[src/ets_pkg.sv]
// event time-stamp unit: shared register map, field layout and timing constants
// assumes a single 100 MHz clock domain and a byte-wide register port
package ets_pkg;

  // register offsets (5-bit byte pointer)
  localparam logic [4:0] ETS_ADDR_SEC = 5'h00;
  localparam logic [4:0] ETS_ADDR_MIN = 5'h01;
  localparam logic [4:0] ETS_ADDR_HOUR = 5'h02;
  localparam logic [4:0] ETS_ADDR_DATE = 5'h03;
  localparam logic [4:0] ETS_ADDR_MONTH = 5'h04;
  localparam logic [4:0] ETS_ADDR_YEAR = 5'h05;
  localparam logic [4:0] ETS_ADDR_CLK_LAST = 5'h06;
  localparam logic [4:0] ETS_ADDR_STATUS = 5'h07;
  localparam logic [4:0] ETS_ADDR_EVENT_CFG = 5'h09;
  localparam logic [4:0] ETS_ADDR_TS_FIRST = 5'h14;
  localparam logic [4:0] ETS_ADDR_TS_LAST = 5'h19;

  // event_config fields
  localparam int ETS_CFG_DETECT_EN = 0;
  localparam int ETS_CFG_RATE_LO = 1;
  localparam int ETS_CFG_FILT_LO = 3;
  localparam int ETS_CFG_HALT = 5;
  localparam int ETS_CFG_BACKUP_OFF = 6;
  localparam int ETS_CFG_SOURCE_OFF = 7;
  localparam logic [7:0] ETS_CFG_RESET = 8'h00;

  // status register field
  localparam int ETS_STAT_EVENT_FLAG = 0;

  // base sampling tick from the 32.768 kHz time base
  localparam int ETS_CLK_PERIOD_NS = 10;
  localparam int ETS_TICK_PERIOD_NS = 30517;
  localparam int ETS_TICK_CYCLES = ETS_TICK_PERIOD_NS / ETS_CLK_PERIOD_NS;

  typedef struct packed {
    logic [7:0] year;
    logic [7:0] month;
    logic [7:0] date;
    logic [7:0] hour;
    logic [7:0] minute;
    logic [7:0] second;
  } ets_time_s;

  typedef enum logic [1:0] {
    ETS_RUN = 2'b01,
    ETS_HALT = 2'b10
  } ets_clk_e;

endpackage

[src/ets_sampler.sv]
// event input synchroniser, rate-selectable sampler and glitch filter
// assumes the event input is asynchronous to CLK; emits a one-cycle rise pulse
module ets_sampler #(
  parameter int TICK_CYCLES = ets_pkg::ETS_TICK_CYCLES
) (
  // clock and reset
  input wire logic clk,
  input wire logic rst_n,
  // event pin and conditioning
  input wire logic event_pin,
  input wire logic run,
  input wire logic [1:0] rate_sel,
  input wire logic [1:0] filt_sel,
  // detected rising edge
  output logic rise_pulse
);
  import ets_pkg::*;

  logic sync1_r, sync2_r;
  logic [11:0] tick_cnt_r;
  logic [2:0] rate_cnt_r;
  logic [3:0] stab_cnt_r;
  logic level_r;
  logic sample_en;
  logic [3:0] need;

  // two-stage synchroniser; first stage read only by the second
  always_ff @(posedge clk or negedge rst_n) begin
    if (!rst_n) begin
      sync1_r <= 1'b0;
      sync2_r <= 1'b0;
    end else begin
      sync1_r <= event_pin;
      sync2_r <= sync1_r;
    end
  end

  // base tick divided by 1, 2, 4 or 8; slower rate means later detection
  always_ff @(posedge clk or negedge rst_n) begin
    if (!rst_n) begin
      tick_cnt_r <= 12'h000;
      rate_cnt_r <= 3'h0;
    end else if (tick_cnt_r == 12'(TICK_CYCLES - 1)) begin
      tick_cnt_r <= 12'h000;
      rate_cnt_r <= rate_cnt_r + 3'h1;
    end else begin
      tick_cnt_r <= tick_cnt_r + 12'h001;
    end
  end

  always_comb begin
    sample_en = 1'b0;
    if (run && tick_cnt_r == 12'(TICK_CYCLES - 1)) begin
      case (rate_sel)
        2'b00: sample_en = 1'b1;
        2'b01: sample_en = (rate_cnt_r[0] == 1'b1);
        2'b10: sample_en = (rate_cnt_r[1:0] == 2'b11);
        default: sample_en = (rate_cnt_r == 3'h7);
      endcase
    end
    need = 4'h1 << filt_sel;
  end

  // filter counts sample points only, so it cannot act without sampling
  always_ff @(posedge clk or negedge rst_n) begin
    if (!rst_n) begin
      level_r <= 1'b0;
      stab_cnt_r <= 4'h0;
    end else if (sample_en) begin
      if (sync2_r == level_r) begin
        stab_cnt_r <= 4'h0;
      end else if (stab_cnt_r + 4'h1 >= need) begin
        level_r <= sync2_r;
        stab_cnt_r <= 4'h0;
      end else begin
        stab_cnt_r <= stab_cnt_r + 4'h1;
      end
    end
  end

  // high level is the asserted condition; event on its rising edge
  always_ff @(posedge clk or negedge rst_n) begin
    if (!rst_n) begin
      rise_pulse <= 1'b0;
    end else begin
      rise_pulse <= sample_en && sync2_r && !level_r && (stab_cnt_r + 4'h1 >= need);
    end
  end

  a_rise_needs_run: assert property (@(posedge clk) disable iff (!rst_n)
    !run |=> !rise_pulse) else $error("event rise while sampling stopped");
  a_rise_sets_level: assert property (@(posedge clk) disable iff (!rst_n)
    rise_pulse |-> level_r && !$past(level_r)) else $error("rise without level change");

endmodule

[src/ets_event_timestamp.sv]
// event detect and time-stamp unit of a real time clock
// assumes the serial bus slave drives the byte register port and the clock
// counters sit outside, honouring CLOCK_HALT and presenting RTC_TIME
module ets_event_timestamp #(
  parameter int TICK_CYCLES = ets_pkg::ETS_TICK_CYCLES
) (
  // clock and reset
  input wire logic CLK,
  input wire logic RST_N,
  // event pin and supply state
  input wire logic EVENT_INPUT,
  input wire logic ON_BATTERY,
  // running clock/calendar counters
  input wire ets_pkg::ets_time_s RTC_TIME,
  // byte register port
  input wire logic REG_PTR_LOAD,
  input wire logic [4:0] REG_PTR,
  input wire logic REG_WR,
  input wire logic [7:0] REG_WDATA,
  input wire logic REG_RD,
  output logic [7:0] RD_DATA,
  output logic RD_VALID,
  // event outputs
  output logic EVENT_FLAG,
  output logic EVENT_DETECT_OUT_N,
  output logic CLOCK_HALT,
  output logic INPUT_SOURCE_OFF
);
  import ets_pkg::*;

  function automatic logic [4:0] next_ptr(input logic [4:0] p);
    next_ptr = (p == ETS_ADDR_TS_LAST) ? 5'h00 : p + 5'h01;
  endfunction

  logic [7:0] cfg_r;
  logic [4:0] ptr_r;
  logic event_flag_r;
  ets_time_s ts_r;
  ets_clk_e clk_st_r;
  logic ev_rise;
  logic flag_clr, clk_wr, sampling_run;

  assign sampling_run = !(ON_BATTERY && cfg_r[ETS_CFG_BACKUP_OFF]);
  assign flag_clr = REG_WR && !REG_PTR_LOAD && ptr_r == ETS_ADDR_STATUS
    && !REG_WDATA[ETS_STAT_EVENT_FLAG];
  assign clk_wr = REG_WR && !REG_PTR_LOAD && ptr_r <= ETS_ADDR_CLK_LAST;

  ets_sampler #(.TICK_CYCLES(TICK_CYCLES)) u_sampler (
    .clk(CLK),
    .rst_n(RST_N),
    .event_pin(EVENT_INPUT),
    .run(sampling_run),
    .rate_sel(cfg_r[ETS_CFG_RATE_LO +: 2]),
    .filt_sel(cfg_r[ETS_CFG_FILT_LO +: 2]),
    .rise_pulse(ev_rise)
  );

  // pointer: load, then one step per byte read or written, wrapping after 19h
  always_ff @(posedge CLK or negedge RST_N) begin
    if (!RST_N) begin
      ptr_r <= 5'h00;
    end else if (REG_PTR_LOAD) begin
      ptr_r <= REG_PTR;
    end else if (REG_RD || REG_WR) begin
      ptr_r <= next_ptr(ptr_r);
    end
  end

  always_ff @(posedge CLK or negedge RST_N) begin
    if (!RST_N) begin
      cfg_r <= ETS_CFG_RESET;
    end else if (REG_WR && !REG_PTR_LOAD && ptr_r == ETS_ADDR_EVENT_CFG) begin
      cfg_r <= REG_WDATA;
    end
  end

  // a new event in the clearing cycle wins over the clear
  always_ff @(posedge CLK or negedge RST_N) begin
    if (!RST_N) begin
      event_flag_r <= 1'b0;
    end else if (ev_rise) begin
      event_flag_r <= 1'b1;
    end else if (flag_clr) begin
      event_flag_r <= 1'b0;
    end
  end

  // power-on reset only; the bus has no write path to the stamp
  always_ff @(posedge CLK or negedge RST_N) begin
    if (!RST_N) begin
      ts_r <= '0;
    end else if (ev_rise && !event_flag_r) begin
      ts_r <= RTC_TIME;
    end
  end

  always_ff @(posedge CLK or negedge RST_N) begin
    if (!RST_N) begin
      clk_st_r <= ETS_RUN;
    end else begin
      // stays halted until the host rewrites the time; an event in that cycle wins while the halt bit is set
      case (clk_st_r)
        ETS_RUN: if (ev_rise && cfg_r[ETS_CFG_HALT]) clk_st_r <= ETS_HALT;
        ETS_HALT: if (clk_wr && !(ev_rise && cfg_r[ETS_CFG_HALT])) clk_st_r <= ETS_RUN;
        default: clk_st_r <= ETS_RUN;
      endcase
    end
  end

  always_ff @(posedge CLK or negedge RST_N) begin
    if (!RST_N) begin
      RD_DATA <= 8'h00;
      RD_VALID <= 1'b0;
    end else begin
      // registered answer, one cycle after the read strobe
      RD_VALID <= REG_RD && !REG_PTR_LOAD;
      if (REG_RD && !REG_PTR_LOAD) begin
        case (ptr_r)
          ETS_ADDR_SEC: RD_DATA <= RTC_TIME.second;
          ETS_ADDR_MIN: RD_DATA <= RTC_TIME.minute;
          ETS_ADDR_HOUR: RD_DATA <= RTC_TIME.hour;
          ETS_ADDR_DATE: RD_DATA <= RTC_TIME.date;
          ETS_ADDR_MONTH: RD_DATA <= RTC_TIME.month;
          ETS_ADDR_YEAR: RD_DATA <= RTC_TIME.year;
          ETS_ADDR_STATUS: RD_DATA <= 8'({event_flag_r} << ETS_STAT_EVENT_FLAG);
          ETS_ADDR_EVENT_CFG: RD_DATA <= cfg_r;
          ETS_ADDR_TS_FIRST: RD_DATA <= ts_r.second;
          ETS_ADDR_TS_FIRST + 5'h01: RD_DATA <= ts_r.minute;
          ETS_ADDR_TS_FIRST + 5'h02: RD_DATA <= ts_r.hour;
          ETS_ADDR_TS_FIRST + 5'h03: RD_DATA <= ts_r.date;
          ETS_ADDR_TS_FIRST + 5'h04: RD_DATA <= ts_r.month;
          ETS_ADDR_TS_LAST: RD_DATA <= ts_r.year;
          default: RD_DATA <= 8'h00;
        endcase
      end
    end
  end

  always_ff @(posedge CLK or negedge RST_N) begin
    if (!RST_N) begin
      EVENT_FLAG <= 1'b0;
      EVENT_DETECT_OUT_N <= 1'b1;
      CLOCK_HALT <= 1'b0;
      INPUT_SOURCE_OFF <= 1'b0;
    end else begin
      // outputs trail the internal state by one cycle
      EVENT_FLAG <= event_flag_r;
      EVENT_DETECT_OUT_N <= !(event_flag_r && cfg_r[ETS_CFG_DETECT_EN]);
      CLOCK_HALT <= (clk_st_r == ETS_HALT);
      INPUT_SOURCE_OFF <= cfg_r[ETS_CFG_SOURCE_OFF];
    end
  end

  a_capture_time: assert property (@(posedge CLK) disable iff (!RST_N)
    ev_rise && !event_flag_r |=> ts_r == $past(RTC_TIME))
    else $error("stamp does not hold clock at event");
  a_hold_first: assert property (@(posedge CLK) disable iff (!RST_N)
    event_flag_r |=> $stable(ts_r)) else $error("stamp changed while flag set");
  a_flag_set: assert property (@(posedge CLK) disable iff (!RST_N)
    ev_rise |=> event_flag_r ##1 EVENT_FLAG) else $error("flag not set by event");
  a_halt_on_event: assert property (@(posedge CLK) disable iff (!RST_N)
    ev_rise && cfg_r[ETS_CFG_HALT] |=> ##1 CLOCK_HALT) else $error("clock not halted");
  a_halt_release: assert property (@(posedge CLK) disable iff (!RST_N)
    clk_st_r == ETS_HALT && clk_wr && !ev_rise |=> ##1 !CLOCK_HALT)
    else $error("clock not resumed after write");
  a_ptr_wrap: assert property (@(posedge CLK) disable iff (!RST_N)
    REG_RD && !REG_PTR_LOAD && ptr_r == ETS_ADDR_TS_LAST |=> ptr_r == 5'h00)
    else $error("pointer did not wrap");
  a_source_off: assert property (@(posedge CLK) disable iff (!RST_N)
    REG_WR && !REG_PTR_LOAD && ptr_r == ETS_ADDR_EVENT_CFG
    |=> ##1 INPUT_SOURCE_OFF == $past(REG_WDATA[ETS_CFG_SOURCE_OFF], 2))
    else $error("source off bit not applied");
  a_no_halt_clear: assert property (@(posedge CLK) disable iff (!RST_N)
    !cfg_r[ETS_CFG_HALT] && clk_st_r == ETS_RUN |=> clk_st_r == ETS_RUN)
    else $error("halt without halt bit");

  // stamp, register, halt, detect output and backup checks
  a_stamp_locked: assert property (@(posedge CLK) disable iff (!RST_N)
    REG_WR && !ev_rise |=> $stable(ts_r))
    else $error("bus write changed the stamp");
  a_clear_keeps_stamp: assert property (@(posedge CLK) disable iff (!RST_N)
    !event_flag_r && !ev_rise |=> $stable(ts_r))
    else $error("stamp changed without an event");
  a_halt_again: assert property (@(posedge CLK) disable iff (!RST_N)
    clk_st_r == ETS_RUN && ev_rise && cfg_r[ETS_CFG_HALT] |=> clk_st_r == ETS_HALT)
    else $error("clock not halted again");
  a_backup_quiet: assert property (@(posedge CLK) disable iff (!RST_N)
    ON_BATTERY && cfg_r[ETS_CFG_BACKUP_OFF] |=> !ev_rise)
    else $error("event seen with backup sampling off");
  a_detect_low: assert property (@(posedge CLK) disable iff (!RST_N)
    event_flag_r && cfg_r[ETS_CFG_DETECT_EN] |=> !EVENT_DETECT_OUT_N)
    else $error("detect output not asserted");
  a_read_answer: assert property (@(posedge CLK) disable iff (!RST_N)
    REG_RD && !REG_PTR_LOAD |=> RD_VALID)
    else $error("read not answered");
  a_cfg_store: assert property (@(posedge CLK) disable iff (!RST_N)
    REG_WR && !REG_PTR_LOAD && ptr_r == ETS_ADDR_EVENT_CFG |=> cfg_r == $past(REG_WDATA))
    else $error("config write lost");
  a_flag_clear: assert property (@(posedge CLK) disable iff (!RST_N)
    flag_clr && !ev_rise |=> !event_flag_r)
    else $error("flag not cleared by status write");
  a_stamp_read: assert property (@(posedge CLK) disable iff (!RST_N)
    REG_RD && !REG_PTR_LOAD && ptr_r == ETS_ADDR_TS_FIRST |=> RD_DATA == $past(ts_r.second))
    else $error("stamp second read wrong");

endmodule

[config.mk]
export PLATFORM = sky130hd
export DESIGN_NAME = ets_event_timestamp
export DESIGN_NICKNAME = d
export VERILOG_FILES = /design/src/ets_pkg.sv /design/src/ets_sampler.sv /design/src/ets_event_timestamp.sv
export SDC_FILE = /design/constraint.sdc
export NUM_CORES = 1
export LEC_CHECK = 0
export BUFFER_PORTS_ARGS = -buffer_cell sky130_fd_sc_hd__buf_4
export CAP_MARGIN = 30
export CORE_MARGIN = 1
export CORE_UTILIZATION = 38
export CTS_CLUSTER_SIZE = 12
export DETAILED_ROUTE_END_ITERATION = 6
export PLACE_DENSITY_LB_ADDON = 0.3
export RECOVER_POWER = 50
export SLEW_MARGIN = 20
export SYNTH_ARGS = -nofsm -noshare
export SYNTH_HDL_FRONTEND = slang
export SYNTH_SLANG_ARGS = --single-unit
[constraint.sdc]
create_clock -name CLK -period 2.1 [get_ports CLK]
set_input_delay 0.21 -clock CLK [delete_from_list [all_inputs] [get_ports CLK]]
set_output_delay 0.21 -clock CLK [all_outputs]
set_load 0.01 [all_outputs]
==> impl_metrics.env, run 1 <==
export IMPL_synth_top_flop_cell="dfrtp_1"
export IMPL_htreeDepth=3
export IMPL_root_buffer="clkbuf_16"
export IMPL_drt_initial_drc_count=278
export IMPL_yosysTopAreaCell="dfrtp_1"
export IMPL_dp_hpwl_mm=10.09
export IMPL_crit_arrival_ps=2310
export IMPL_syn_nets=547
export IMPL_status="finished with violations"
export IMPL_first_global_vias=4205
export IMPL_clock_fmax_mhz=483.1
export IMPL_clk_pin_slew_ps=70
export IMPL_finalSetupViolCount=0
export IMPL_p_leak_nw=2.993
export IMPL_antenna_found_initial=0
export IMPL_clock_latency_ps=360
export IMPL_drv_cap=0
export IMPL_grt_overflow_total=0
export IMPL_min_path_type="input pin to flip-flop"
export IMPL_vias_per_cell=5.472
export IMPL_worstPathMaxFanout=2
export IMPL_hold_violations=0
export IMPL_grt_max_degree=48
export IMPL_fillers=1265
export IMPL_track_usage=0.2039
export IMPL_syn_inst=466
export IMPL_layout_nets=657
export IMPL_yosys_area_top_type_share=0.4764
export IMPL_core_area_mm2=0.01324
export IMPL_drc=1
export IMPL_ir_worst_vdd_mv=0.4316
export IMPL_drtAntennaViolNets=0
export IMPL_power_density_mw_per_mm2=739.8
export IMPL_globalplace_congestion=0.8787
export IMPL_regToRegStartpoint="u_sampler.stab_cnt_r[1]$_DFFE_PN0P_"
export IMPL_syn_avg_cell_area_um2=11.05
export IMPL_die_w_um=118.4
export IMPL_synth_seq_cells=100
export IMPL_final_util=0.4924
export IMPL_wl_per_cell_um=17.78
export IMPL_fin_tns_setup_ps=0
export IMPL_finalMaxSlewViolations=0
export IMPL_yosysSeqAreaShare=0.4866
export IMPL_dieArea_mm2=0.01402
export IMPL_floorplan_rows=42
export IMPL_yosys_warnings=0
export IMPL_tritoncts="built"
export IMPL_worstSetupEndpointType="flip-flop"
export IMPL_synth_edf_count=0
export IMPL_multi_input_area_mm2=0.002542
export IMPL_cts_buffer_depth=2
export IMPL_synth_distinct_cells=61
export IMPL_fp_dieH_um=118.4
export IMPL_yosysMostFrequentCell="dfrtp_1"
export IMPL_ios=81
export IMPL_drive_above_1_share=0.3683
export IMPL_start_util=0.3887
export IMPL_ys_top_cells_by_count="dfrtp_1, mux2_2, nor2_1"
export IMPL_post_route_min_period_ps=2070
export IMPL_grt_pass1_wl_mm=22.09
export IMPL_drt_first_pass_iters=7
export IMPL_critPathKind="flip-flop to flip-flop"
export IMPL_ys_async_sr_fraction=1.000
export IMPL_routed_wl_mm=13.46
export IMPL_min_period_over_period=0.9856
export IMPL_hold_path_startpoint="REG_WDATA[7]"
export IMPL_maxSlewHeadroom=0.1991
export IMPL_worst_setup_path_start_kind="flip-flop"
export IMPL_synth_area_mm2=0.005147
export IMPL_rsz0062_at_grt="true"
export IMPL_antenna_cells=0
export IMPL_critPathLaunch="u_sampler.stab_cnt_r[1]$_DFFE_PN0P_"
export IMPL_synthToLayoutAreaGrowth_pct=26.69
export IMPL_critPathRequiredTime_ps=2340
export IMPL_io_buffers=80
export IMPL_tightest_slew_ps=1201
export IMPL_finClkSkew_ps=8.105
export IMPL_vias=4142
export IMPL_regArea_mm2=0.002506
export IMPL_violations="design-rule violations"
export IMPL_cts_buffers=9
export IMPL_cts_sinks=100
export IMPL_synthTopCellsByArea="dfrtp_1, mux2_2, ha_1"
## cell usage in the layout, fill, tap and decap left out, drive strengths merged, types with 2 or more instances in the layout
master       synthesis  final
nand3               17     17
or2                  2      2
a32oi                2      2
dfstp                2      2
or3                  2      2
mux2                62     62
a222oi               2      2
a21oi               19     19
xor2                 8      8
nand4               11     11
nor3b                4      4
a311oi               2      2
inv                 10     11
nand3b               2      2
mux2i               14     14
a22oi               18     18
o31ai                2      2
nor2                34     34
ha                  13     13
o21ai               18     18
dlygate4sd3          0      2
nor2b                6      6
nand2               24     24
clkinvlp             0      4
a221oi               4      4
nand2b               7      7
dfrtp               98     98
o22ai                9      9
a31oi                6      6
buf                 18    111
a2111oi              4      4
nor3                 9      9
clkbuf               8     22
xnor2                6      6
and3                 4      4
a22o                 3      3
## per-layer routing
metal | wire [µm] | up-vias | track usage
li1 | - | 1940 | -
met1 | 5999 | 2058 | 0.2626
met3 | 846 | 20 | 0.06371
met4 | 221 | 0 | 0.06487
met5 | 0 | - | 0
met2 | 6394 | 124 | 0.3265
## kinds of logic after synthesis
group / synth area share
flip-flops: 0.4866
AO/OA/AOI/OAI: 0.1344
XOR/XNOR: 0.02382
buffers and inverters: 0.02990
adder cells (fa/ha/maj): 0.03160
AND/OR/NAND/NOR: 0.1300
multiplexers: 0.1636
## final timing paths
path	endpoint	slack, ps	depth (start not counted)
hold reg to reg	u_sampler.sync2_r$_DFF_PN0_	350	0
min in group asynchronous	ts_r[39]$_DFFE_PN0P_	630	2
hold / removal	cfg_r[7]$_DFFE_PN0P_	80	2
setup / recovery	u_sampler.level_r$_DFFE_PN0P_	30	8
max in group asynchronous	RD_DATA[4]$_DFFE_PN0P_	450	3
setup reg to reg	u_sampler.level_r$_DFFE_PN0P_	30	8
## registers in the layout, summed over array words and instances, names as in the netlist, 2 cells and up
name	cells
u_sampler.rate_cnt_r	3
ts_r	48
ptr_r	5
u_sampler.stab_cnt_r	4
RD_DATA	8
clk_st_r	2
u_sampler.tick_cnt_r	12
cfg_r	8
## through the flow
| step | power, W | std cells | cell area, µm² | worst slack (ps) | hold slack (ps) |
|---|---|---|---|---|---|
| final | 0.004824 | 757 | 6521 | 30.16 | 82.93 |
| after global routing | 0.005062 | 757 | 6521 | -38.23 | 71.76 |
| after CTS | 0.004849 | 750 | 6470 | -1.529 | 78.65 |
| after detailed placement | 0.003231 | 732 | 6155 | -60.83 | 265.5 |
| after global placement | 0.003214 | 732 | 6155 | -23.80 | 269.4 |
| after floorplan | 0.002718 | 466 | 5147 | 31.04 | -85.59 |
## power breakdown
group | switching (W) | total, W | internal (W)
Clock | 0.000749 | 0.00159 | 0.000841
Combinational | 0.000577 | 0.00109 | 0.000516
Sequential | 0.000112 | 0.00214 | 0.00203
Total | 0.00144 | 0.00482 | 0.00339
## worst max-delay path, stage by stage, from the launching register on
cell,delay (ps)
dfrtp_1,400
buf_4,130
buf_4,90
nand3_1,100
xnor2_2,170
ha_2,320
a21oi_2,60
or3_4,370
mux2_4,300
## timing repair
item,in CTS,in global routing
setup endpoints to repair,2,8
buffers inserted,0,7
cloned,0,0
hold buffers,2,0
pin swaps,0,7
hold endpoints to repair,44,0
gates resized for setup,4,10
## final cells by class
class	instances	share of cell area
multi-input combinational	330	0.3899
sequential	100	0.3843
timing repair buffer	125	0.1424
clock buffer	10	0.03665
tap	176	0.03377
clock inverter	6	0.007291
inverter	10	0.005756
(Power assumes the default switching activity.)
==> run 2: changes to the inputs <==
Settings changed: PLACE_DENSITY_LB_ADDON 0.3 to 0.05.
Clock period 2.1 ns to 1.84 ns, I/O delays scaled along.
==> impl_metrics.env, run 2 (synthesis results as in run 1) <==
export IMPL_wl_per_cell_um=18.52
export IMPL_floorplan_rows=42
export IMPL_drive_above_1_share=0.4260
export IMPL_antenna_found_initial=0
export IMPL_clock_fmax_mhz=486.7
export IMPL_vias=4154
export IMPL_fin_tns_setup_ps=-694.5
export IMPL_cts_buffer_depth=2
export IMPL_finalSetupViolCount=5
export IMPL_path_cells="ha_2, xor2_1, ha_1, or2_1, a21oi_2, o21ai_2, or3b_1, o211ai_1"
export IMPL_clock_latency_ps=360
export IMPL_globalplace_congestion=0.8379
export IMPL_timing_critical_path_buf_inv=0
export IMPL_root_buffer="clkbuf_16"
export IMPL_mostFrequentLayoutCell="buf_4"
export IMPL_p_leak_nw=3.175
export IMPL_final_util=0.5173
export IMPL_layout_nets=678
export IMPL_finalMaxSlewViolations=0
export IMPL_cts_buffers=9
export IMPL_critPathKind="flip-flop to flip-flop"
export IMPL_finalWorstSetupSlack_ps=-214.6
export IMPL_dieArea_mm2=0.01402
export IMPL_finClkSkew_ps=10.41
export IMPL_tightest_slew_ps=831.2
export IMPL_largest_reg_flops=48
export IMPL_critPathRequiredTime_ps=2120
export IMPL_drt_initial_drc_count=224
export IMPL_reg2reg_depth=8
export IMPL_ir_worst_vdd_mv=0.4396
export IMPL_routed_wl_mm=14.39
export IMPL_hold_violations=0
export IMPL_die_w_um=118.4
export IMPL_worst_setup_path_start_kind="flip-flop"
export IMPL_rsz0062_at_grt="true"
export IMPL_antenna_cells=0
export IMPL_synthToLayoutAreaGrowth_pct=33.08
export IMPL_fin_cells=777
export IMPL_combPwrFrac=0.237
export IMPL_crit_arrival_ps=2330
export IMPL_clockPowerShare=0.354
export IMPL_top_register="ts_r"
export IMPL_design_area_mm2=0.006850
export IMPL_clk_pin_slew_ps=70
export IMPL_hold_ws_ps=56.62
export IMPL_worstSetupEndpointType="flip-flop"
export IMPL_ios=81
export IMPL_post_route_min_period_ps=2055
export IMPL_status="finished with violations"
export IMPL_max_stage_delay_ps=410
export IMPL_violations="negative setup slack"
export IMPL_place_inst=755
export IMPL_vias_per_cell=5.346
export IMPL_dpl_cell_area_mm2=0.006384
export IMPL_dp_hpwl_mm=10.63
export IMPL_reg_top3="ts_r x48, u_sampler.tick_cnt_r x12"
export IMPL_path_delay_family="simple AND/OR/NAND/NOR gates"
export IMPL_min_path_type="input pin to flip-flop"
export IMPL_grt_max_degree=39
export IMPL_drv_cap=0
export IMPL_path_depth=8
export IMPL_pwr_share_seq=0.409
export IMPL_fp_dieH_um=118.4
export IMPL_first_global_vias=4301
export IMPL_drtAntennaViolNets=0
export IMPL_grt_overflow_total=0
export IMPL_rrSetupSlack_ps=-210
export IMPL_tritoncts="built"
export IMPL_p_switching_w=0.001694
export IMPL_drc=0
export IMPL_holdPathStages=2
export IMPL_htreeDepth=3
export IMPL_final_cell_mix="buf_4, dfrtp_1, mux2_2"
export IMPL_drt_first_pass_iters=4
export IMPL_core_area_mm2=0.01324
export IMPL_io_buffers=80
export IMPL_cts_sinks=100
export IMPL_min_period_over_period=1.117
export IMPL_power_density_mw_per_mm2=869.0
export IMPL_maxSlewHeadroom=0.4459
export IMPL_p_int_w=0.004259
export IMPL_grt_pass1_wl_mm=23.27
export IMPL_track_usage=0.2172
export IMPL_start_util=0.3887
export IMPL_switching_share=0.2845
export IMPL_worstPathMaxFanout=3
export IMPL_cp_slowest_cell="dfrtp_1"
## run 2: cell types whose count changed in the layout (fill, tap and decap cells not counted), moves of 2 or more
cell,previous run,this run
bufinv_16,0,2
buf_12,2,4
clkinvlp_4,4,1
ha_1,9,6
nor2b_4,0,2
nor2b_1,6,4
a2111oi_0,2,0
clkbuf_4,1,3
clkbuf_1,10,1
ha_2,3,5
buf_4,109,134
a2111oi_2,0,2
## run 2: worst reg2reg max path: stages, from the launching register on
cell and delay, ps:
dfrtp_1 410, ha_2 210, xor2_1 160, ha_1 280
or2_1 220, a21oi_2 160, o21ai_2 80, or3b_1 350
o211ai_1 90
## run 2: layout make-up
cell class	instances	area (µm²)
Fill cell	1246	6392
Sequential cell	100	2506
Timing Repair Buffer	146	1149
Clock inverter	4	72.57
Multi-Input combinational cell	330	2613
Clock buffer	11	252.7
Tap cell	176	220.2
Inverter	10	37.54
## run 2: final timing paths
path                                                     start                             endpoint
setup / recovery           u_sampler.stab_cnt_r[0]$_DFFE_PN0P_  u_sampler.stab_cnt_r[2]$_DFFE_PN0P_
hold / removal                                    REG_WDATA[5]                 cfg_r[5]$_DFFE_PN0P_
setup reg to reg           u_sampler.stab_cnt_r[0]$_DFFE_PN0P_  u_sampler.stab_cnt_r[2]$_DFFE_PN0P_
hold reg to reg                    u_sampler.sync1_r$_DFF_PN0_          u_sampler.sync2_r$_DFF_PN0_
max in group asynchronous                                RST_N                 ptr_r[4]$_DFFE_PN0P_
min in group asynchronous                                RST_N                 ts_r[23]$_DFFE_PN0P_
## run 2: power groups by stage
stage / logic [W] / registers [W] / clock network, W
after floorplan: 0.000658 / 0.00245 / 0
after CTS: 0.00137 / 0.00244 / 0.00215
final: 0.00141 / 0.00243 / 0.00211
after global placement: 0.00131 / 0.00247 / 0
after global routing: 0.00153 / 0.00245 / 0.00224
after detailed placement: 0.00132 / 0.00248 / 0
## run 2: metal layers
metal  wire (µm)  global-route usage  share of wire
met1        6718              0.2879           0.47
met3         611             0.04247          0.042
met4         161             0.06408          0.011
met2        6901              0.3596           0.48
met5           0                   0              0
## run 2: per-stage QoR
stage / power, W / setup slack [ps]
2_1_floorplan: 0.003109 / -102.6
3_3_place_gp: 0.003780 / -170.1
3_5_place_dp: 0.003803 / -253.9
4_1_cts: 0.005960 / -193.1
5_1_grt: 0.006227 / -326.2
6_report: 0.005953 / -214.6
## run 2: repair_timing
action / CTS / global route
endpoints found under the hold margin: 31 / 0
endpoints found under the setup margin: 10 / 27
pin swaps: 6 / 8
buffers inserted: 3 / 2
gates resized for setup: 6 / 23
hold buffers: 2 / 0
